[src/shared/pcf_pkg.sv]
// shared constants, register map and types of the compensation filter control block
package pcf_pkg;

  // ****************************************
  // widths
  // ****************************************
  localparam int ADDR_W = 32;
  localparam int DATA_W = 32;
  localparam int XN_W   = 9;
  localparam int Y_W    = 24;
  localparam int COEF_W = 16;
  localparam int CTRL_W = 16;

  // ****************************************
  // register byte addresses
  // ****************************************
  localparam logic [ADDR_W-1:0] STATUS_OFS  = 32'h001C0000;
  localparam logic [ADDR_W-1:0] CTRL_OFS    = 32'h001C0004;
  localparam logic [ADDR_W-1:0] SWSAMP_OFS  = 32'h001C0008;
  localparam logic [ADDR_W-1:0] XNREAD_OFS  = 32'h001C000C;
  localparam logic [ADDR_W-1:0] KIREAD_OFS  = 32'h001C0010;
  localparam logic [ADDR_W-1:0] KDREAD_OFS  = 32'h001C0014;
  localparam logic [ADDR_W-1:0] YNREAD_OFS  = 32'h001C0018;

  // ****************************************
  // field positions and reset values
  // ****************************************
  localparam int EN_BIT        = 0;
  localparam int CPU_SRC_BIT   = 1;
  localparam int FORCE_BIT     = 2;
  localparam int INTEGRAL_DISABLE_BIT    = 3;
  localparam int DERIVATIVE_DISABLE_BIT    = 4;
  localparam int PROPORTIONAL_DISABLE_BIT    = 5;
  localparam int KI_HOLD_BIT   = 6;
  localparam int KD_HOLD_BIT   = 7;
  localparam int NL_SYM_BIT    = 8;
  localparam int SCALE_LSB     = 9;
  localparam int DUTY_SEL_LSB  = 12;
  localparam int PER_SEL_BIT   = 14;
  localparam int ADDER_BIT     = 15;
  localparam int XNM1_LSB      = 16;
  localparam int BUSY_BIT      = 4;
  localparam logic [CTRL_W-1:0] CTRL_RESET   = 16'h8001;
  localparam logic [XN_W-1:0]   SWSAMP_RESET = 9'h000;

  typedef enum logic [1:0] {DSEL_COMP, DSEL_PERIOD, DSEL_FFWD, DSEL_RES} pcf_dsel_t;
  typedef enum {ST_IDLE, ST_BRANCH, ST_SUM, ST_MULT} pcf_state_t;

endpackage : pcf_pkg

[src/design/pcf_filter_ctrl.sv]
// control, branch arithmetic and register readback of the compensation filter
// What this block does
// integral adder uses current sample alone at 0, current plus previous at 1 (reset).
// period product multiplies by switching period at 0, compensation constant at 1.
// duty multiplicand: 0 constant, 1 period, 2 feed-forward, 3 resonant duty.
// scale code: 0 none, 1..3 right shift, 4..7 left by 4,3,2,1.
// nonlinear table symmetry bit: 0 non-symmetric (reset), 1 symmetric.
// hold bits freeze derivative or integral branch output at its present value.
// proportional-off stops the proportional branch computing new outputs.
// derivative-off turns the branch off and clears its output to zero.
// integral-off halts the branch and clears its accumulated output to zero.
// writing force-start launches one calculation without a new converter sample.
// sample source: error converter at 0, software sample register at 1.
// filter runs only while enable is 1, its reset value.
// nine-bit software sample register, reset zero, replaces converter input.
// readback word: current sample low, previous sample at bit 16, zeros between.
// integral, derivative and final outputs readable as 24-bit signed words.
// busy reads 1 during a calculation, 0 while waiting for data.
// configuration is shadowed and copied to the filter only between samples.
// filter output is the sum of all three branches before scaling.
module pcf_filter_ctrl #(
  parameter int MULT_W = 18
) (
  input  wire logic                                   CLOCK,
  input  wire logic                                   RESET,
  input  wire logic [pcf_pkg::ADDR_W-1:0]             BUS_ADDR,
  input  wire logic [pcf_pkg::DATA_W-1:0]             BUS_WDATA,
  input  wire logic                                   BUS_WR,
  input  wire logic                                   BUS_RD,
  output logic [pcf_pkg::DATA_W-1:0]                  BUS_RDATA,
  input  wire logic [pcf_pkg::XN_W-1:0]               ADC_SAMPLE,
  input  wire logic                                   ADC_VALID,
  input  wire logic [pcf_pkg::COEF_W-1:0]             KP_COEF,
  input  wire logic [pcf_pkg::COEF_W-1:0]             KI_COEF,
  input  wire logic [pcf_pkg::COEF_W-1:0]             KD_COEF,
  input  wire logic [MULT_W-1:0]                      COMP_CONSTANT,
  input  wire logic [MULT_W-1:0]                      SWITCH_PERIOD,
  input  wire logic [MULT_W-1:0]                      FEED_FORWARD,
  input  wire logic [MULT_W-1:0]                      RESONANT_DUTY,
  output logic                                        NL_SYMMETRIC,
  output logic                                        FILTER_BUSY,
  output logic signed [pcf_pkg::Y_W+MULT_W:0]         DUTY_PRODUCT,
  output logic signed [pcf_pkg::Y_W+MULT_W:0]         PERIOD_PRODUCT,
  output logic                                        PRODUCT_VALID
);
  import pcf_pkg::*;

  // ****************************************
  // declarations
  // ****************************************
  logic [CTRL_W-1:0]      ctrl_q;
  logic [CTRL_W-1:0]      act_q;
  logic [XN_W-1:0]        swsamp_q;
  logic [DATA_W-1:0]      rdata_q;
  pcf_state_t             st_q;
  logic signed [XN_W-1:0] xn_q;
  logic signed [XN_W-1:0] xm1_q;
  logic signed [Y_W-1:0]  kp_q;
  logic signed [Y_W-1:0]  ki_q;
  logic signed [Y_W-1:0]  kd_q;
  logic signed [Y_W-1:0]  yn_q;
  logic                   valid_q;
  logic                   launch;
  logic                   busy;
  logic                   ctrl_wr;
  logic [XN_W-1:0]        sample_in;
  logic signed [COEF_W-1:0] kp_s;
  logic signed [COEF_W-1:0] ki_s;
  logic signed [COEF_W-1:0] kd_s;
  logic signed [XN_W:0]   isum;
  logic signed [XN_W:0]   ddiff;
  logic signed [47:0]     p_w;
  logic signed [47:0]     i_w;
  logic signed [47:0]     d_w;
  logic signed [47:0]     y_w;
  logic signed [47:0]     i_single;
  logic signed [Y_W-1:0]  yn_scaled;
  logic [MULT_W-1:0]      duty_m;
  logic [MULT_W-1:0]      per_m;
  logic [1:0]             dsel;

  // saturate a wide sum onto the 24-bit signed rails
  function automatic logic signed [Y_W-1:0] sat_y(input logic signed [47:0] v);
    if (v[47:Y_W-1] != {(48-Y_W+1){v[47]}})
      sat_y = v[47] ? {1'h1, {(Y_W-1){1'h0}}} : {1'h0, {(Y_W-1){1'h1}}};
    else
      sat_y = v[Y_W-1:0];
  endfunction : sat_y

  // ****************************************
  // register bus
  // ****************************************
  assign ctrl_wr = BUS_WR && (BUS_ADDR == CTRL_OFS);

  // force-start clears itself once the calculation is taken
  always_ff @(posedge CLOCK)
  begin
    if (RESET)
      ctrl_q <= CTRL_RESET;
    else if (ctrl_wr)
      ctrl_q <= BUS_WDATA[CTRL_W-1:0];
    else if (launch)
      ctrl_q[FORCE_BIT] <= 1'h0;
  end

  always_ff @(posedge CLOCK)
  begin
    if (RESET)
      swsamp_q <= SWSAMP_RESET;
    else if (BUS_WR && (BUS_ADDR == SWSAMP_OFS))
      swsamp_q <= BUS_WDATA[XN_W-1:0];
  end

  // read data stand for exactly one cycle, zero otherwise
  always_ff @(posedge CLOCK)
  begin
    if (RESET)
      rdata_q <= '0;
    else if (!BUS_RD)
      rdata_q <= '0;
    else if (BUS_ADDR == STATUS_OFS)
      rdata_q <= DATA_W'({busy, 4'h0});
    else if (BUS_ADDR == CTRL_OFS)
      rdata_q <= DATA_W'(ctrl_q);
    else if (BUS_ADDR == SWSAMP_OFS)
      rdata_q <= DATA_W'(swsamp_q);
    else if (BUS_ADDR == XNREAD_OFS)
      rdata_q <= DATA_W'({xm1_q, 7'h00, xn_q});
    else if (BUS_ADDR == KIREAD_OFS)
      rdata_q <= DATA_W'($unsigned(ki_q));
    else if (BUS_ADDR == KDREAD_OFS)
      rdata_q <= DATA_W'($unsigned(kd_q));
    else if (BUS_ADDR == YNREAD_OFS)
      rdata_q <= DATA_W'($unsigned(yn_q));
    else
      rdata_q <= '0;
  end

  assign BUS_RDATA = rdata_q;

  // ****************************************
  // shadowed configuration
  // ****************************************
  // copying only in idle keeps one sample on one consistent setting
  always_ff @(posedge CLOCK)
  begin
    if (RESET)
      act_q <= CTRL_RESET;
    else if (st_q == ST_IDLE)
      act_q <= ctrl_q;
  end

  assign NL_SYMMETRIC = act_q[NL_SYM_BIT];

  // ****************************************
  // sequencing
  // ****************************************
  // in software-sample mode only force-start launches; converter strobes are ignored
  assign launch = (st_q == ST_IDLE) && act_q[EN_BIT] &&
                  (ctrl_q[FORCE_BIT] || (ADC_VALID && !act_q[CPU_SRC_BIT]));
  assign busy        = (st_q != ST_IDLE);
  assign FILTER_BUSY = busy;

  always_ff @(posedge CLOCK)
  begin
    if (RESET)
      st_q <= ST_IDLE;
    else
    begin
      case (st_q)
        ST_IDLE:   st_q <= launch ? ST_BRANCH : ST_IDLE;
        ST_BRANCH: st_q <= ST_SUM;
        ST_SUM:    st_q <= ST_MULT;
        default:   st_q <= ST_IDLE;
      endcase
    end
  end

  assign sample_in = act_q[CPU_SRC_BIT] ? swsamp_q : ADC_SAMPLE;

  always_ff @(posedge CLOCK)
  begin
    if (RESET)
    begin
      xn_q  <= '0;
      xm1_q <= '0;
    end
    else if (launch)
    begin
      xn_q  <= sample_in;
      xm1_q <= xn_q;
    end
  end

  // ****************************************
  // branch arithmetic
  // ****************************************
  assign kp_s  = KP_COEF;
  assign ki_s  = KI_COEF;
  assign kd_s  = KD_COEF;
  assign isum  = act_q[ADDER_BIT] ? (xn_q + xm1_q) : (XN_W+1)'(xn_q);
  assign ddiff = xn_q - xm1_q;
  assign p_w   = kp_s * xn_q;
  assign i_w   = ki_s * isum + ki_q;
  assign d_w   = kd_s * ddiff;
  assign y_w   = kp_q + ki_q + kd_q;

  // proportional-off keeps the last value instead of zeroing it
  always_ff @(posedge CLOCK)
  begin
    if (RESET)
      kp_q <= '0;
    else if ((st_q == ST_BRANCH) && !act_q[PROPORTIONAL_DISABLE_BIT])
      kp_q <= sat_y(p_w);
  end

  always_ff @(posedge CLOCK)
  begin
    if (RESET)
      ki_q <= '0;
    else if (act_q[INTEGRAL_DISABLE_BIT])
      ki_q <= '0;
    else if ((st_q == ST_BRANCH) && !act_q[KI_HOLD_BIT])
      ki_q <= sat_y(i_w);
  end

  always_ff @(posedge CLOCK)
  begin
    if (RESET)
      kd_q <= '0;
    else if (act_q[DERIVATIVE_DISABLE_BIT])
      kd_q <= '0;
    else if ((st_q == ST_BRANCH) && !act_q[KD_HOLD_BIT])
      kd_q <= sat_y(d_w);
  end

  always_ff @(posedge CLOCK)
  begin
    if (RESET)
      yn_q <= '0;
    else if (st_q == ST_SUM)
      yn_q <= sat_y(y_w);
  end

  // ****************************************
  // output scaling and multiplicands
  // ****************************************
  pcf_scaler #(
    .W      (Y_W)
  ) u_scaler (
    .y      (yn_q),
    .code   (act_q[SCALE_LSB+2:SCALE_LSB]),
    .scaled (yn_scaled)
  );

  assign dsel = act_q[DUTY_SEL_LSB+1:DUTY_SEL_LSB];

  always_comb
  begin
    case (pcf_dsel_t'(dsel))
      DSEL_PERIOD: duty_m = SWITCH_PERIOD;
      DSEL_FFWD:   duty_m = FEED_FORWARD;
      DSEL_RES:    duty_m = RESONANT_DUTY;
      default:     duty_m = COMP_CONSTANT;
    endcase
  end

  assign per_m = act_q[PER_SEL_BIT] ? COMP_CONSTANT : SWITCH_PERIOD;

  pcf_mult #(
    .YW     (Y_W),
    .MW     (MULT_W)
  ) u_duty_mult (
    .clk    (CLOCK),
    .rst    (RESET),
    .load   (st_q == ST_MULT),
    .y      (yn_scaled),
    .m      (duty_m),
    .prod_q (DUTY_PRODUCT)
  );

  pcf_mult #(
    .YW     (Y_W),
    .MW     (MULT_W)
  ) u_per_mult (
    .clk    (CLOCK),
    .rst    (RESET),
    .load   (st_q == ST_MULT),
    .y      (yn_scaled),
    .m      (per_m),
    .prod_q (PERIOD_PRODUCT)
  );

  always_ff @(posedge CLOCK)
  begin
    if (RESET)
      valid_q <= 1'h0;
    else
      valid_q <= (st_q == ST_MULT);
  end

  assign PRODUCT_VALID = valid_q;

  // ****************************************
  // assertions
  // ****************************************
  // integral step with the current sample alone, for the adder check
  assign i_single = ki_s * xn_q + ki_q;
endmodule : pcf_filter_ctrl

[src/design/pcf_mult.sv]
// registered product of scaled filter output and an unsigned multiplicand
module pcf_mult #(
  parameter int YW = 24,
  parameter int MW = 18
) (
  input  wire logic                      clk,
  input  wire logic                      rst,
  input  wire logic                      load,
  input  wire logic signed [YW-1:0]      y,
  input  wire logic [MW-1:0]             m,
  output logic signed [YW+MW:0]          prod_q
);
  logic signed [MW:0]    m_s;
  logic signed [YW+MW:0] prod_d;

  assign m_s    = $signed({1'h0, m});
  assign prod_d = y * m_s;

  always_ff @(posedge clk)
  begin
    if (rst)
      prod_q <= '0;
    else if (load)
      prod_q <= prod_d;
  end
endmodule : pcf_mult

[src/design/pcf_scaler.sv]
// output scaling shifter of the compensation filter
module pcf_scaler #(
  parameter int W = 24
) (
  input  wire logic signed [W-1:0] y,
  input  wire logic [2:0]          code,
  output logic signed [W-1:0]      scaled
);
  // left shifts wrap; coefficients are expected to leave headroom
  always_comb
  begin
    case (code)
      3'h1:    scaled = y >>> 1;
      3'h2:    scaled = y >>> 2;
      3'h3:    scaled = y >>> 3;
      3'h4:    scaled = y <<< 4;
      3'h5:    scaled = y <<< 3;
      3'h6:    scaled = y <<< 2;
      3'h7:    scaled = y <<< 1;
      default: scaled = y;
    endcase
  end
endmodule : pcf_scaler

[config.mk]
export PLATFORM = sky130hd
export DESIGN_NAME = pcf_filter_ctrl
export DESIGN_NICKNAME = d
export VERILOG_FILES = /design/src/shared/pcf_pkg.sv /design/src/design/pcf_filter_ctrl.sv /design/src/design/pcf_mult.sv /design/src/design/pcf_scaler.sv
export SDC_FILE = /design/constraint.sdc
export NUM_CORES = 2
export LEC_CHECK = 0
export BUFFER_PORTS_ARGS = -buffer_cell sky130_fd_sc_hd__clkbuf_2
export CORE_MARGIN = 3
export CORE_UTILIZATION = 59
export DETAILED_ROUTE_END_ITERATION = 8
export GPL_ROUTABILITY_DRIVEN = 0
export PLACE_DENSITY = 0.8
export REMOVE_ABC_BUFFERS = 1
export SLEW_MARGIN = 20
export SYNTH_ARGS = -nofsm -noshare
export SYNTH_HDL_FRONTEND = slang
export SYNTH_SLANG_ARGS = --single-unit
[constraint.sdc]
create_clock -name CLOCK -period 8.93 [get_ports CLOCK]
set_input_delay 2.2325 -clock CLOCK [delete_from_list [all_inputs] [get_ports CLOCK]]
set_output_delay 2.2325 -clock CLOCK [all_outputs]
set_load 0.01 [all_outputs]
# Word-level counts from Yosys, hierarchy flattened
# Cells that the tools add are included.
word_totals:
  in_bits: 198
  regBits: 306
  wordCells: 102
classes:
  eq_ne: 26
  n_reduce_logical: 23
  multipliers: 5
  add_sub_neg: 5
  n_mux: 24
  n_bitwise: 1
ops:
  columns: ["op", "count"]
  rows:
  - ["$mux 24", 11]
  - ["$eq 32x21->1 const B", 7]
  - ["$pmux 24 s7", 1]
  - ["$ne 24x24->1", 4]
  - ["$mul 24x19->43", 2]
  - ["$eq 32x2->1 const B", 2]
  - ["$eq 32x3->1 const B", 2]
  - ["$logic_not 32->1", 2]
  - ["$pmux 18 s3", 1]
  - ["$mul 16x10->26", 2]
  - ["$eq 32x1->1 const B", 1]
  - ["$mux 16", 2]
  - ["$reduce_bool 32->1", 1]
  - ["$add 26x24->27", 1]
  - ["$add 25x24->26", 1]
  - ["$add 24x24->25", 1]
  - ["$mul 16x9->25", 1]
  - ["$mux 25", 1]
  - ["$mux 18", 1]
  - ["$eq 3x3->1 const B", 4]
  - ["$add 9x9->10", 1]
  - ["$mux 10", 1]
  - ["$sub 9x9->10", 1]
  - ["$mux 9", 1]
  - ["16 further kinds", 32]

# Longest topological paths before layout
depth:
  word_depth: 8
  depth_mapped: 39
  depth_no_buf: 34

# By module
# Synthesis repeated with hierarchy kept, for this count alone.
unflattened:
  cells_unflattened: 7409
  hier_area_um2: 65079.9
by_module_without_submodules:
  columns: ["mod", "cells_each", "area_per_inst_um2", "n_inst"]
  rows:
  - ["pcf_filter_ctrl", 3232, 28347.2, 1]
  - ["pcf_mult (u_per_mult)", 1992, 17728.3, 1]
  - ["pcf_mult (u_duty_mult)", 1969, 17595.6, 1]
  - ["pcf_scaler", 216, 1408.9, 1]

# Worst setup path before layout
# Ideal clock, no wire load.
synth_path:
  kind: "input-to-reg"
  start: "in RESONANT_DUTY[1]"
  end: "reg u_duty_mult.prod_q[41]"
  setup_slack_ns: 0.017
  arrival_ns: 8.783
  setup_ns: 0.130
  required_time_ns: 8.800
  cell_stages: 22
  path_cell_list: "mux4_2 -> and2_1 -> fa_1 -> fa_1 -> fa_1 -> fa_1 -> inv_1 -> fa_1 -> inv_1 -> fa_1 -> ha_1 -> a21oi_1 -> o22ai_1 -> a221oi_1 -> o32ai_1 -> a311o_1 -> a21o_1 -> a221oi_1 -> o2111ai_1 -> o31ai_1 -> xor2_1 -> o21ai_0"
synth_via:
  elab_chain_cells: 2
synth_rtl:
  columns: ["item", "line_no", "rtl"]
  rows:
  - ["start: declaration", "pcf_filter_ctrl.sv:39", "input wire logic [MULT_W-1:0] RESONANT_DUTY,"]
  - ["$pmux 18 s3", "pcf_filter_ctrl.sv:260", "case (pcf_dsel_t'(dsel))"]
  - ["$mul 24x19->43", "pcf_mult.sv:17", "assign prod_d = y * m_s;"]
  - ["end signal: assignment", "pcf_mult.sv:24", "prod_q <= prod_d;"]
  - ["end: declaration", "pcf_mult.sv:11", "output logic signed [YW+MW:0] prod_q"]
# Every way passes these cells.
# A chain may end at the register's enable or synchronous reset.

# Worst setup path in the final report
layout_path:
  start: "in SWITCH_PERIOD[6]"
  end: "reg u_per_mult.prod_q[39]"
layout_via:
  elab_chain_cells: 2
layout_rtl:
  columns: ["item", "line_no", "rtl"]
  rows:
  - ["start: declaration", "pcf_filter_ctrl.sv:37", "input wire logic [MULT_W-1:0] SWITCH_PERIOD,"]
  - ["$mux 18", "pcf_filter_ctrl.sv:268", "assign per_m = act_q[PER_SEL_BIT] ? COMP_CONSTANT : SWITCH_PERIOD;"]
  - ["$mul 24x19->43", "pcf_mult.sv:17", null]
  - ["end signal: assignment", "pcf_mult.sv:24", null]
  - ["end: declaration", "pcf_mult.sv:11", null]
# Every way passes these cells.

==> out/metrics.yaml <==
synth:
  ys_top_cells_by_area: "fa_1 (42%), inv_1 (9.0%), ha_1 (8.9%)"
  ys_async_sr_fraction: 0
  synth_area_sq_um: 62900
  yosys.area.top_type: "fa_1"
  synth_edf_count: 0
  netlist.area_leader.share: 0.417
  syn_area_per_cell_sq_um: 8.70
  postSynthCellCount: 7234
  ys_types: 92
  synth.ff_latch_count: 268
  seq_area_frac_synth: 0.0853
  synthFlopType: "dfxtp_1"
  synth_warnings: 0
worst_setup_path:
  critPathCaptureType: "register"
  cp.required_ps: 9400
  cpMostUsedCell: "fa_1"
  crit_path_max_incr_delay_ps: 540
  crit_type: "in -> reg"
  cp_slowest_cell: "fa_1"
  arrival_ps: 9240
  cp-start-kind: "input pin"
  crit_fanout: 8
sta:
  timing.fmax_mhz: 114
  slew_viol_final: 0
  rsz0062_at_grt: "yes"
  hold_violations: 0
  relSlewSlack: 0.207
  fin_hold_ws_ps: 458
  worst_slew_pin_slew_ps: 1180
  min_period_ps: 8770
  finClkSkew_ps: 32.0
  finalSetupViolCount: 0
  finalCritPeriodShare: 0.982
cells_and_area:
  mostFrequentLayoutCell: "inv_1"
  drive_gt1_frac: 0.125
  final_cell_mix: "inv_1 (1,505), fa_1 (1,306), nand2_1 (917), nor2_1 (636), ha_1 (443)"
  fin_nets: 9602
  final_cell_area_sq_um: 70000
  area_growth_pct: 11.2
floorplan:
  coreArea_sq_um: 106000
  std_cell_rows: 119
  die_y_microns: 333
  die_area_sq_um: 111000
  ios: 319
  dieWidth_microns: 333
  start_util: 0.596
placed_design:
  post_dp_cell_area_sq_um: 68400
  port-buffer-count: 295
  dp_hpwl_mm: 148
global_routing:
  first_global_vias: 55579
  antenna_found_initial: 9
  grt-ovfl-total: 0
  grt_max_degree: 59
  grt_usage: 0.330
  grt_pass1_wl_mm: 290
route:
  totalWireLength_mm: 178
  drcViolationCount: 0
  dr.pass1.iters: 6
  wl_per_cell_microns: 19.7
  via_count: 51940
  drt_iter0_drc: 4066
  drt-vias-per-instance: 5.73
  antenna_left: 0
clock_network:
  cts_tree: "done"
  cts_root_buffer: "clkbuf_16"
  numCtsBuffers: 34
  htreeDepth: 2
  cts.sinks: 268
  path_clk_slew_ps: 60
  ctsHoldBuffers: 0
  insertion_delay_ps: 600
  clk_path_buf_depth: 3
hold_path:
  hold_class: "reg -> reg"
flow_run:
  max_cap_violations: 0
status:
  status: "finished clean"
[metrics by stage]
stage | instances | TNS, ps | setup slack, ps | utilization
floorplan | 6876 | -4890 | -675 | -
global placement | 8995 | -4250 | -569 | 0.648
detailed placement | 8995 | -6620 | -664 | 0.648
CTS | 9056 | -32.9 | -32.9 | 0.660
global route | 9067 | -57.5 | -34.6 | 0.663
finish | 9071 | 0 | 160 | 0.663
[final cells by class]
| type | instances | area, sq um |
|---|---|---|
| Tap cell | 1391 | 1740 |
| Clock buffer | 39 | 900 |
| Clock inverter | 22 | 323 |
| Multi-Input combinational cell | 5099 | 50900 |
| Inverter | 1509 | 5670 |
| Fill cell | 8092 | 35600 |
| Sequential cell | 268 | 5370 |
| Antenna cell | 8 | 20.0 |
| Timing Repair Buffer | 735 | 5070 |
[what timing repair did]
action,CTS,global route
buffers inserted,0,7
resized for setup,3,53
pin swaps,1,13
endpoints found under the setup margin,3,44
[logic make-up after synthesis]
family | after synthesis | synth area share
flip-flops | 268 | 0.0853
multiplexers | 174 | 0.0304
other | 1 | 0.0000596
buffers and inverters | 1873 | 0.113
AO/OA/AOI/OAI | 856 | 0.0911
AND/OR/NAND/NOR | 2104 | 0.146
XOR/XNOR | 185 | 0.0260
adder cells (fa/ha/maj) | 1773 | 0.508
[flip-flops by register name (all words and copies together), names as in the netlist]
| register | count |
|---|---|
| kp_q | 24 |
| xn_q | 9 |
| u_per_mult.prod_q | 43 |
| ctrl_q | 16 |
| u_duty_mult.prod_q | 43 |
| BUS_RDATA | 25 |
| st_q | 2 |
| yn_q | 24 |
| act_q | 15 |
| kd_q | 24 |
| swsamp_q | 9 |
| PRODUCT_VALID | 1 |
| ki_q | 24 |
| xm1_q | 9 |
[per-layer routing]
metal,vias to the layer above,GRT usage,routed length (microns)
met1,25698,0.390,62900
met2,2598,0.542,83500
li1,22992,-,-
met5,-,0,13
met3,650,0.0873,18800
met4,2,0.200,13200
[critical path, delay by kind of cell]
kind / cells / cell delay (ps)
fa+ha+maj: 7 / 3290
compound gates: 7 / 1430
simple gates: 5 / 1070
buf+inv: 9 / 950
mux: 1 / 300
[synth_stat cells, drive strengths merged (8+ instances only)]
master   number
nand2b       55
a221o        24
nor2b        53
mux2i       129
a21oi       249
o21bai       34
nor2        642
maj3         16
a21o         75
mux4         10
a211o         8
and2        234
a211oi       81
o211ai       21
xnor2       123
a31oi        23
ha          447
a222oi        9
clkbuf      293
o21ai       129
a2111oi       8
a22oi        46
inv        1507
o31ai         9
xor2         62
buf          71
or2          14
o21a         33
a311oi       11
nand2       917
and3         32
or3          22
nand4         8
nor4         13
dfxtp       268
mux2         35
o22ai        11
nand3        66
fa         1310
nor3         29
[path summary, 6_finish.rpt]
check	from	to	slack, ps	cells after the start
max	SWITCH_PERIOD[6]	u_per_mult.prod_q[39]	160	29
min	u_duty_mult.prod_q[41]	u_duty_mult.prod_q[41]	460	2
max reg2reg	act_q[9]	u_per_mult.prod_q[39]	220	29
min reg2reg	u_duty_mult.prod_q[41]	u_duty_mult.prod_q[41]	460	2
Power is not shown: default switching activity piles up to over one toggle a cycle in this logic, so the estimate is an artifact.
